<file path="src/include/bera_regs.svh">
`ifndef BERA_REGS_SVH
`define BERA_REGS_SVH
`define BERA_CLK_NS 100
`define BERA_TICK_NS 1000000
`define BERA_INSTANTANEOUS_ERROR_RATIO_NS 100000000
`define BERA_TICK_CYC ((`BERA_TICK_NS + `BERA_CLK_NS - 1) / `BERA_CLK_NS)
`define BERA_INSTANTANEOUS_ERROR_RATIO_CYC (`BERA_INSTANTANEOUS_ERROR_RATIO_NS / `BERA_CLK_NS)
`define BERA_SEED 7'h7F
`define BERA_TAP_HI 6
`define BERA_TAP_LO 5
`define BERA_RATIO_W 32
`define BERA_DEC_BASE 32'h0000000A
`define BERA_CFG_RST 32'h00000000
`endif

</file>
<file path="src/include/bera_pkg.sv">
`default_nettype none
package bera_pkg;
  typedef enum logic [1:0] {BERA_STOPPED = 2'b01, BERA_RUNNING = 2'b10} bera_state_t;
  typedef enum logic [1:0] {
    BERA_MANUAL = 2'h0, BERA_BY_TIME = 2'h1, BERA_BY_BITS = 2'h2, BERA_BY_ERRS = 2'h3
  } bera_stop_t;
  typedef enum logic [1:0] {
    BERA_PAT_NONE = 2'h0, BERA_PAT_PRBS7 = 2'h1, BERA_PAT_CLOCK = 2'h2
  } bera_pat_t;
  typedef enum logic [1:0] {
    BERA_F_RATE = 2'h0, BERA_F_JIT = 2'h1, BERA_F_LIMIT = 2'h2
  } bera_field_t;
endpackage : bera_pkg
`default_nettype wire

</file>
<file path="src/include/bera_cfg_if.sv">
`default_nettype none
interface bera_cfg_if #(parameter int unsigned W = 32);
  logic [W-1:0] clk_rate;
  logic [W-1:0] bit_rate;
  logic [W-1:0] jitter_clk;
  logic [W-1:0] jitter_pat;
  logic [W-1:0] limit;
  modport src (output clk_rate, output bit_rate, output jitter_clk, output jitter_pat,
               output limit);
  modport dst (input clk_rate, input bit_rate, input jitter_clk, input jitter_pat,
               input limit);
endinterface : bera_cfg_if
`default_nettype wire

</file>
<file path="src/bera_top.sv">
// Contract
// - Count one error per mismatching bit.
// - Ratio equals errors divided by bits.
// - Keep ratio, errors, ones, zeros, time.
// - Clear when stopped zeroes all results except the instantaneous ratio.
// - Instantaneous ratio refreshes at fixed rate.
// - Stop at limit; manual mode uses commands.
// - Generator output disabled until enabled.
// - Clock rate is half bit rate.
// - Head-side rate and jitter entries halved; limit kept as typed.
// - Keypad value waits for accept key or unit key.
// - Encoder steps take effect at once.
// - No sync before a pattern chosen.
`include "bera_regs.svh"
`default_nettype none
module bera_top #(
  parameter int unsigned CW = 32,
  parameter int unsigned TICK_CYC = `BERA_TICK_CYC,
  parameter int unsigned INSTANTANEOUS_ERROR_RATIO_CYC = `BERA_INSTANTANEOUS_ERROR_RATIO_CYC
) (
  // Clock and reset
  input wire logic mclk,
  input wire logic resetn,
  // Returned bitstream pins
  input wire logic rx_bit_pin,
  input wire logic rx_strobe_pin,
  // Pattern and measurement control
  input wire bera_pkg::bera_pat_t pat_sel,
  input wire logic sync_req,
  input wire logic out_enable,
  input wire bera_pkg::bera_stop_t stop_mode,
  input wire logic start_cmd,
  input wire logic stop_cmd,
  input wire logic clear_cmd,
  // Parameter entry
  input wire logic [3:0] key_digit,
  input wire logic key_strobe,
  input wire logic entry_accept_key,
  input wire logic unit_key,
  input wire logic enc_up,
  input wire logic enc_dn,
  input wire bera_pkg::bera_field_t field_sel,
  input wire logic pat_side,
  // Pattern generator output
  output logic pg_data,
  output logic pg_data_oe,
  // Results
  output logic synced,
  output logic running,
  output logic [CW-1:0] bit_count,
  output logic [CW-1:0] err_count,
  output logic [CW-1:0] err1_count,
  output logic [CW-1:0] err0_count,
  output logic [CW-1:0] elapsed,
  output logic [`BERA_RATIO_W-1:0] accumulated_error_ratio,
  output logic [`BERA_RATIO_W-1:0] instantaneous_error_ratio,
  // Committed settings
  output logic [CW-1:0] clk_rate,
  output logic [CW-1:0] bit_rate,
  output logic [CW-1:0] jitter_clk,
  output logic [CW-1:0] jitter_pat,
  output logic [CW-1:0] limit
);
  import bera_pkg::*;
  localparam int unsigned F = `BERA_RATIO_W;

  function automatic logic [CW-1:0] bera_sat_inc(input logic [CW-1:0] v, input logic en);
    return (en && v != '1) ? v + 1'b1 : v;
  endfunction : bera_sat_inc

  function automatic logic [6:0] bera_prbs(input logic [6:0] s);
    return {s[5:0], s[`BERA_TAP_HI] ^ s[`BERA_TAP_LO]};
  endfunction : bera_prbs

  bera_cfg_if #(.W(CW)) cfg ();
  bera_entry #(.W(CW)) u_entry (
    .mclk(mclk), .resetn(resetn), .key_digit(key_digit), .key_strobe(key_strobe),
    .entry_accept_key(entry_accept_key), .unit_key(unit_key), .enc_up(enc_up),
    .enc_dn(enc_dn), .field_sel(field_sel), .pat_side(pat_side), .cfg(cfg)
  );
  assign clk_rate = cfg.clk_rate;
  assign bit_rate = cfg.bit_rate;
  assign jitter_clk = cfg.jitter_clk;
  assign jitter_pat = cfg.jitter_pat;
  assign limit = cfg.limit;

  // The first stage only feeds the second, so metastability never reaches logic.
  logic rx_bit_m, rx_bit, rx_stb_m, rx_stb;
  always_ff @(posedge mclk) begin
    if (!resetn) begin
      rx_bit_m <= 1'b0;
      rx_bit <= 1'b0;
      rx_stb_m <= 1'b0;
      rx_stb <= 1'b0;
    end else begin
      rx_bit_m <= rx_bit_pin;
      rx_bit <= rx_bit_m;
      rx_stb_m <= rx_strobe_pin;
      rx_stb <= rx_stb_m;
    end
  end

  bera_state_t state, next_state;
  logic [6:0] ref_lfsr, gen_lfsr, next_ref_lfsr, next_gen_lfsr;
  logic ref_alt, gen_alt, next_ref_alt, next_gen_alt, next_synced, next_pg_data;
  logic [CW-1:0] next_bits, next_errs, next_err1, next_err0, next_elapsed;
  logic [31:0] tick_cnt, win_cnt, next_tick_cnt, next_win_cnt;
  logic [CW-1:0] win_err, win_bits, win_err_q, win_bits_q;
  logic [CW-1:0] next_win_err, next_win_bits, next_win_err_q, next_win_bits_q;
  logic ref_bit, bit_ok, mism, counting, clear_ok, limit_hit, time_tick, win_tick;

  always_comb begin
    ref_bit = (pat_sel == BERA_PAT_PRBS7) ? ref_lfsr[6] : ref_alt;
    bit_ok = rx_stb && synced;
    mism = bit_ok && (rx_bit != ref_bit);
    counting = (state == BERA_RUNNING);
    clear_ok = clear_cmd && (state == BERA_STOPPED);
    time_tick = counting && (tick_cnt == TICK_CYC - 1);
    win_tick = (win_cnt == INSTANTANEOUS_ERROR_RATIO_CYC - 1);
    next_tick_cnt = clear_ok ? '0 : (time_tick ? '0 : tick_cnt + (counting ? 1 : 0));
    next_win_cnt = win_tick ? '0 : win_cnt + 1;
    // Reference advances only on received bits, so it stays bit-aligned once seeded.
    next_ref_lfsr = bit_ok ? bera_prbs(ref_lfsr) : ref_lfsr;
    next_ref_alt = bit_ok ? ~ref_alt : ref_alt;
    next_synced = synced;
    if (pat_sel == BERA_PAT_NONE) begin
      next_synced = 1'b0;
    end else if (sync_req) begin
      next_synced = 1'b1;
      next_ref_lfsr = `BERA_SEED;
      next_ref_alt = 1'b1;
    end
    next_gen_lfsr = bera_prbs(gen_lfsr);
    next_gen_alt = ~gen_alt;
    next_pg_data = out_enable && ((pat_sel == BERA_PAT_PRBS7) ? gen_lfsr[6] : gen_alt);
    next_bits = bera_sat_inc(bit_count, counting && bit_ok);
    next_errs = bera_sat_inc(err_count, counting && mism);
    next_err1 = bera_sat_inc(err1_count, counting && mism && ref_bit);
    next_err0 = bera_sat_inc(err0_count, counting && mism && !ref_bit);
    next_elapsed = bera_sat_inc(elapsed, time_tick);
    if (clear_ok) begin
      next_bits = '0;
      next_errs = '0;
      next_err1 = '0;
      next_err0 = '0;
      next_elapsed = '0;
    end
    case (stop_mode)
      BERA_BY_TIME: limit_hit = next_elapsed >= limit;
      BERA_BY_BITS: limit_hit = next_bits >= limit;
      BERA_BY_ERRS: limit_hit = next_errs >= limit;
      default: limit_hit = 1'b0;
    endcase
    case (state)
      BERA_STOPPED: next_state = start_cmd ? BERA_RUNNING : BERA_STOPPED;
      BERA_RUNNING: next_state = (stop_cmd || limit_hit) ? BERA_STOPPED : BERA_RUNNING;
      default: next_state = BERA_STOPPED;
    endcase
    // A bit seen on the tick cycle opens the next window, so none is lost between windows.
    next_win_err = bera_sat_inc(win_tick ? '0 : win_err, mism);
    next_win_bits = bera_sat_inc(win_tick ? '0 : win_bits, bit_ok);
    next_win_err_q = win_tick ? win_err : win_err_q;
    next_win_bits_q = win_tick ? win_bits : win_bits_q;
  end

  always_ff @(posedge mclk) begin
    if (!resetn) begin
      state <= BERA_STOPPED;
      synced <= 1'b0;
      ref_lfsr <= `BERA_SEED;
      ref_alt <= 1'b1;
      gen_lfsr <= `BERA_SEED;
      gen_alt <= 1'b1;
      pg_data <= 1'b0;
      pg_data_oe <= 1'b0;
      bit_count <= '0;
      err_count <= '0;
      err1_count <= '0;
      err0_count <= '0;
      elapsed <= '0;
      tick_cnt <= '0;
      win_cnt <= '0;
      win_err <= '0;
      win_bits <= '0;
      win_err_q <= '0;
      win_bits_q <= '0;
    end else begin
      state <= next_state;
      synced <= next_synced;
      ref_lfsr <= next_ref_lfsr;
      ref_alt <= next_ref_alt;
      gen_lfsr <= next_gen_lfsr;
      gen_alt <= next_gen_alt;
      pg_data <= next_pg_data;
      pg_data_oe <= out_enable;
      bit_count <= next_bits;
      err_count <= next_errs;
      err1_count <= next_err1;
      err0_count <= next_err0;
      elapsed <= next_elapsed;
      tick_cnt <= next_tick_cnt;
      win_cnt <= next_win_cnt;
      win_err <= next_win_err;
      win_bits <= next_win_bits;
      win_err_q <= next_win_err_q;
      win_bits_q <= next_win_bits_q;
    end
  end
  assign running = (state == BERA_RUNNING);

  // One shared serial divider alternates between the two ratios; this costs
  // F + 1 cycles per result but avoids two wide array dividers.
  logic [5:0] div_cnt, next_div_cnt;
  logic [CW:0] div_rem, next_div_rem, div_t;
  logic [CW-1:0] div_den, next_div_den;
  logic [F-1:0] div_q, next_div_q, next_acc, next_inst;
  logic div_sel, div_zero, next_div_sel, next_div_zero;

  always_comb begin
    next_div_cnt = div_cnt;
    next_div_rem = div_rem;
    next_div_den = div_den;
    next_div_q = div_q;
    next_div_sel = div_sel;
    next_div_zero = div_zero;
    next_acc = accumulated_error_ratio;
    next_inst = instantaneous_error_ratio;
    div_t = {div_rem[CW-1:0], 1'b0};
    if (clear_ok) begin
      next_div_cnt = '0;
      next_acc = '0;
    end else if (div_cnt == '0) begin
      next_div_rem = {1'b0, div_sel ? win_err_q : err_count};
      next_div_den = div_sel ? win_bits_q : bit_count;
      next_div_zero = div_sel ? (win_bits_q == '0) : (bit_count == '0);
      next_div_q = '0;
      next_div_cnt = 6'h01;
    end else begin
      if (div_t >= {1'b0, div_den}) begin
        next_div_rem = div_t - {1'b0, div_den};
        next_div_q = {div_q[F-2:0], 1'b1};
      end else begin
        next_div_rem = div_t;
        next_div_q = {div_q[F-2:0], 1'b0};
      end
      if (div_cnt == 6'(F)) begin
        next_div_cnt = '0;
        next_div_sel = ~div_sel;
        if (div_sel) begin
          next_inst = div_zero ? '0 : next_div_q;
        end else begin
          next_acc = div_zero ? '0 : next_div_q;
        end
      end else begin
        next_div_cnt = div_cnt + 6'h01;
      end
    end
  end

  always_ff @(posedge mclk) begin
    if (!resetn) begin
      div_cnt <= '0;
      div_rem <= '0;
      div_den <= '0;
      div_q <= '0;
      div_sel <= 1'b0;
      div_zero <= 1'b1;
      accumulated_error_ratio <= '0;
      instantaneous_error_ratio <= '0;
    end else begin
      div_cnt <= next_div_cnt;
      div_rem <= next_div_rem;
      div_den <= next_div_den;
      div_q <= next_div_q;
      div_sel <= next_div_sel;
      div_zero <= next_div_zero;
      accumulated_error_ratio <= next_acc;
      instantaneous_error_ratio <= next_inst;
    end
  end
endmodule : bera_top
`default_nettype wire

</file>
<file path="src/bera_entry.sv">
`include "bera_regs.svh"
`default_nettype none
module bera_entry #(parameter int unsigned W = 32) (
  // Clock and reset
  input wire logic mclk,
  input wire logic resetn,
  // Panel events, one-cycle pulses from the panel scanner
  input wire logic [3:0] key_digit,
  input wire logic key_strobe,
  input wire logic entry_accept_key,
  input wire logic unit_key,
  input wire logic enc_up,
  input wire logic enc_dn,
  input wire bera_pkg::bera_field_t field_sel,
  input wire logic pat_side,
  // Committed settings
  bera_cfg_if.src cfg
);
  import bera_pkg::*;

  logic [W-1:0] pending, clk_rate, jit, lim, bit_rate, jit_pat;
  logic [W-1:0] next_pending, next_clk, next_jit, next_lim, val;
  logic commit, step;

  always_comb begin
    next_pending = pending;
    next_clk = clk_rate;
    next_jit = jit;
    next_lim = lim;
    commit = entry_accept_key || unit_key;
    step = enc_up ^ enc_dn;
    // Remote heads run at twice the clock rate, so head-side rate and jitter values are halved; the limit is not.
    val = (pat_side && field_sel != BERA_F_LIMIT) ? (pending >> 1) : pending;
    if (commit) begin
      next_pending = '0;
      case (field_sel)
        BERA_F_RATE: next_clk = val;
        BERA_F_JIT: next_jit = val;
        BERA_F_LIMIT: next_lim = val;
        default: next_lim = lim;
      endcase
    end else if (key_strobe) begin
      next_pending = W'(pending * `BERA_DEC_BASE + {28'h0000000, key_digit});
    end else if (step) begin
      case (field_sel)
        BERA_F_RATE: next_clk = enc_up ? clk_rate + 1'b1 : clk_rate - 1'b1;
        BERA_F_JIT: next_jit = enc_up ? jit + 1'b1 : jit - 1'b1;
        BERA_F_LIMIT: next_lim = enc_up ? lim + 1'b1 : lim - 1'b1;
        default: next_lim = lim;
      endcase
    end
  end

  always_ff @(posedge mclk) begin
    if (!resetn) begin
      pending <= '0;
      clk_rate <= `BERA_CFG_RST;
      jit <= `BERA_CFG_RST;
      lim <= `BERA_CFG_RST;
      bit_rate <= `BERA_CFG_RST;
      jit_pat <= `BERA_CFG_RST;
    end else begin
      pending <= next_pending;
      clk_rate <= next_clk;
      jit <= next_jit;
      lim <= next_lim;
      bit_rate <= {next_clk[W-2:0], 1'b0};
      jit_pat <= {next_jit[W-2:0], 1'b0};
    end
  end

  assign cfg.clk_rate = clk_rate;
  assign cfg.bit_rate = bit_rate;
  assign cfg.jitter_clk = jit;
  assign cfg.jitter_pat = jit_pat;
  assign cfg.limit = lim;
endmodule : bera_entry
`default_nettype wire

</file>
<file path="config.mk">
export PLATFORM = sky130hd
export DESIGN_NAME = bera_top
export DESIGN_NICKNAME = d
export VERILOG_FILES = /design/src/include/bera_pkg.sv /design/src/include/bera_cfg_if.sv /design/src/bera_top.sv /design/src/bera_entry.sv
export VERILOG_INCLUDE_DIRS = /design/src /design/src/include
export SDC_FILE = /design/constraint.sdc
export NUM_CORES = 2
export LEC_CHECK = 0
export BUFFER_PORTS_ARGS = -buffer_cell sky130_fd_sc_hd__buf_2
export CAP_MARGIN = 20
export CORE_MARGIN = 10
export CORE_UTILIZATION = 45
export CTS_BUF_LIST = sky130_fd_sc_hd__clkbuf_2 sky130_fd_sc_hd__clkbuf_4 sky130_fd_sc_hd__clkbuf_8
export DETAILED_ROUTE_END_ITERATION = 10
export HOLD_SLACK_MARGIN = 0.12
export SYNTH_ARGS = -nofsm -noshare
export SYNTH_HDL_FRONTEND = slang
export SYNTH_SLANG_ARGS = --single-unit
</file>
<file path="constraint.sdc">
create_clock -name mclk -period 14.53 [get_ports mclk]
set_input_delay 0.7265 -clock mclk [delete_from_list [all_inputs] [get_ports mclk]]
set_output_delay 0.7265 -clock mclk [all_outputs]
set_load 0.02 [all_outputs]
</file>
==> results_dict.tcl <==
set metrics [dict create \
    synth-xor-area-share_pct 9.031 \
    cap_violations 0 \
    syn_area_sq_um 39670 \
    die_x_um 316.9 \
    finalHoldViolations 0 \
    core_sq_um 87160 \
    drc 0 \
    cts_root_buf "clkbuf_8" \
    start_util_pct 45.51 \
    p_leak_nw 18.94 \
    synth.largest_area_cell "dfxtp_1" \
    worst_path_max_delay_cell "a41oi_1" \
    drt_pass1_iterations 7 \
    overflow 0 \
    fmax_mhz 174.8 \
    cp.depth 20 \
    via_count 36650 \
    pwr-share-comb_pct 19.5 \
    cts_num_sinks 672 \
    rows 108 \
    critPathKind "register to register" \
    grt_pass1_wl_um 198800 \
    synthTopCellsByArea "dfxtp_1, ha_1, nor2_1" \
    syn_avg_cell_area_sq_um 7.930 \
    worstRegToRegCells 20 \
    drt_wl_total_um 129700 \
    synth_ff_type "dfxtp_1" \
    clkLatencyLatePin_ns 0.82 \
    grt_pass1_vias 33830 \
    clockBufferDepth 3 \
    synthMuxAreaShare_pct 2.022 \
    critPathCaptureType "register" \
    synth_top_family_by_area "simple AND/OR/NAND/NOR gates" \
    synth_compound_gate_area_share_pct 17.40 \
    setup-violations-final 0 \
    p_switching_mw 1.556 \
    power_density_nw_per_um2 111.3 \
    htree_levels 3 \
    grt_setup_unrepaired "no" \
    cts_made_buffers 121 \
    syn_to_final_growth_pct 13.80 \
    yosysWarnings 0 \
    die_h_um 316.9 \
    synth_edf_count 0 \
    relSlewSlack_pct 28.62 \
    synth.most_common_cell "dfxtp_1" \
    finish.net_count 5595 \
    yosysUniqueCellTypes 76 \
    dp_hpwl_um 95390 \
    grt_max_degree 89 \
    io_buffers 410 \
    skew_ns 0.05829 \
    drv_slew 0 \
    post-route-period-util_pct 39.38 \
    ys_async_sr_fraction_pct 0 \
    seqPwrFrac_pct 38.7 \
    crit_chain "inv_1 -> ha_1 -> and4_1 -> nand4_1 -> or3_1 -> a41oi_1 -> and4_1 -> nor2b_1 -> nand3_1 -> nor2_1 -> xnor2_1 -> nor2_1 -> ha_1 -> nand2_1 -> nor4_1 -> a2111oi_0 -> o221ai_1 -> a221oi_1 -> nand3_1 -> a221o_1" \
    pwr-share-clk_pct 41.7 \
    postLayoutCoreUtil_pct 51.79 \
    required_ns 15.22 \
    crit_path_start_kind "register" \
    worst_pin_slew_ns 1.063 \
    vias_per_cell 5.610 \
    netlist_top_cells_count "dfxtp_1, nor2_1, nand2_1, a21oi_1, ha_1" \
    syn_inst 5002 \
    synth_fa_ha_area_share_pct 9.482 \
    synthSimpleGateAreaFrac_pct 23.38 \
    final_layout_size_suffix_gt1_share_pct 13.39 \
    min_path_cells 3 \
    cp.buffers_inverters 1 \
    synth_top_area_share_pct 33.92 \
    grt_usage_pct 24.78 \
    dieArea_sq_um 100400 \
    irDropWorstVdd_mv 0.08270 \
    min_path_type "input pin to register" \
    total_power_mw 5.026 \
    clk_pin_slew_ns 0.06 \
    internal_power_mw 3.470 \
    crit_path_max_incr_delay_ns 0.75 \
    cts_tree "yes" \
    antenna_found_initial 8 \
    drt-wirelength-per-cell_um 19.86 \
    drt_iter0_drc 3055 \
    swShare_pct 30.97 \
    finalWeightedCongestion 0.9222 \
    cp_max_fo 11 \
    pin_count 413 \
    cts_resized 0 \
    setup_tns_ns 0 \
    layout_min_cycle_time_ns 5.722 \
    worstPathArrival_ns 6.41 \
    fill_cells 8578 \
    status "complete, no violations" \
    crit_family "simple AND/OR/NAND/NOR gates" \
    ys_ff_latch 672 \
    ant_nets 0 \
    yosysSeqAreaShare_pct 33.92 \
]
-- stage by stage --
step / cells / setup slack (ns) / area, sq um / hold slack, ns
floorplan: 5003 / 8.846 / 39670 / 0.3660
finish: 6534 / 8.808 / 45140 / 0.2288
global placement: 6299 / 9.004 / 42130 / 0.3776
detailed placement: 6299 / 8.947 / 42130 / 0.3866
global route: 6532 / 8.252 / 45130 / 0.2167
CTS: 6529 / 8.841 / 45080 / 0.1575
-- cell usage in the layout (no fill, tap or decap), drive strengths merged, types with 21 or more instances in the layout --
cell / n
nor3b: 70
o21a: 21
ha: 291
nand2: 587
a211oi: 78
or3: 48
a22o: 23
clkbuf: 200
a21o: 106
o21ai: 220
nand4: 82
and4: 36
nor3: 106
xnor2: 171
and2: 35
a21oi: 443
nand2b: 38
inv: 135
nand3: 190
and3: 73
nor2: 604
a31oi: 60
nor4: 36
buf: 450
xor2: 238
mux2i: 79
dfxtp: 672
o211ai: 41
nor2b: 32
-- worst paths after layout --
| path | end | slack (ns) | start |
|---|---|---|---|
| worst min-delay path | state[1]$_SDFF_PN0_ | 0.23 | start_cmd |
| worst max register to register | state[0]$_SDFF_PN1_ | 8.81 | state[0]$_SDFF_PN1_ |
| worst max-delay path | state[0]$_SDFF_PN1_ | 8.81 | state[0]$_SDFF_PN1_ |
| worst min register to register | gen_alt$_SDFF_PN1_ | 0.40 | gen_alt$_SDFF_PN1_ |
-- power groups by stage --
stage / clock, mW / sequential [mW] / combinational [mW]
4_1_cts: 2.15 / 1.95 / 0.972
6_report: 2.10 / 1.95 / 0.982
5_1_grt: 2.22 / 1.95 / 1.09
3_5_place_dp: 0 / 1.99 / 0.965
3_3_place_gp: 0 / 1.98 / 0.960
2_1_floorplan: 0 / 1.98 / 0.733
-- cell families after synthesis --
group / Yosys count
multiplexers: 80
flip-flops: 672
buffers and inverters: 438
XOR/XNOR: 409
AO/OA/AOI/OAI: 1129
AND/OR/NAND/NOR: 1976
other: 1
adder cells (fa/ha/maj): 297
-- worst reg2reg max path: stages (launching register included) --
cell and delay [ns]:
dfxtp_1 0.31, inv_1 0.05, ha_1 0.37, and4_1 0.27, nand4_1 0.10, or3_1 0.47, a41oi_1 0.75, and4_1 0.38
nor2b_1 0.38, nand3_1 0.28, nor2_1 0.21, xnor2_1 0.17, nor2_1 0.07, ha_1 0.30, nand2_1 0.12, nor4_1 0.06
a2111oi_0 0.39, o221ai_1 0.19, a221oi_1 0.29, nand3_1 0.14, a221o_1 0.30
-- layer usage --
| metal | up-vias | part of all wire, % | GRT usage [%] | wire, um |
|---|---|---|---|---|
| met4 | 2 | 3.4 | 9.072 | 4395 |
| li1 | 18150 | - | - | - |
| met1 | 17230 | 44 | 32.61 | 57240 |
| met2 | 1071 | 44 | 38.80 | 57080 |
| met5 | - | 0.010 | 0 | 13 |
| met3 | 196 | 8.5 | 6.304 | 11010 |
-- what timing repair did --
item	4_1_cts	5_1_grt
hold buffers	4	0
endpoints found under the setup margin	0	0
hold endpoints to repair	4	0
setup buffers	0	0
-- area by class of cell --
class / instances / area (sq um) / area share (%)
Multi-Input combinational cell: 3893 / 24390 / 54.03
Sequential cell: 672 / 13460 / 29.81
Tap cell: 1155 / 1445 / 3.202
Clock inverter: 26 / 354.1 / 0.7845
Clock buffer: 200 / 2559 / 5.669
Antenna cell: 3 / 7.507 / 0.01663
Inverter: 131 / 500.5 / 1.109
Timing Repair Buffer: 454 / 2427 / 5.378
(Power assumes the default switching activity.)
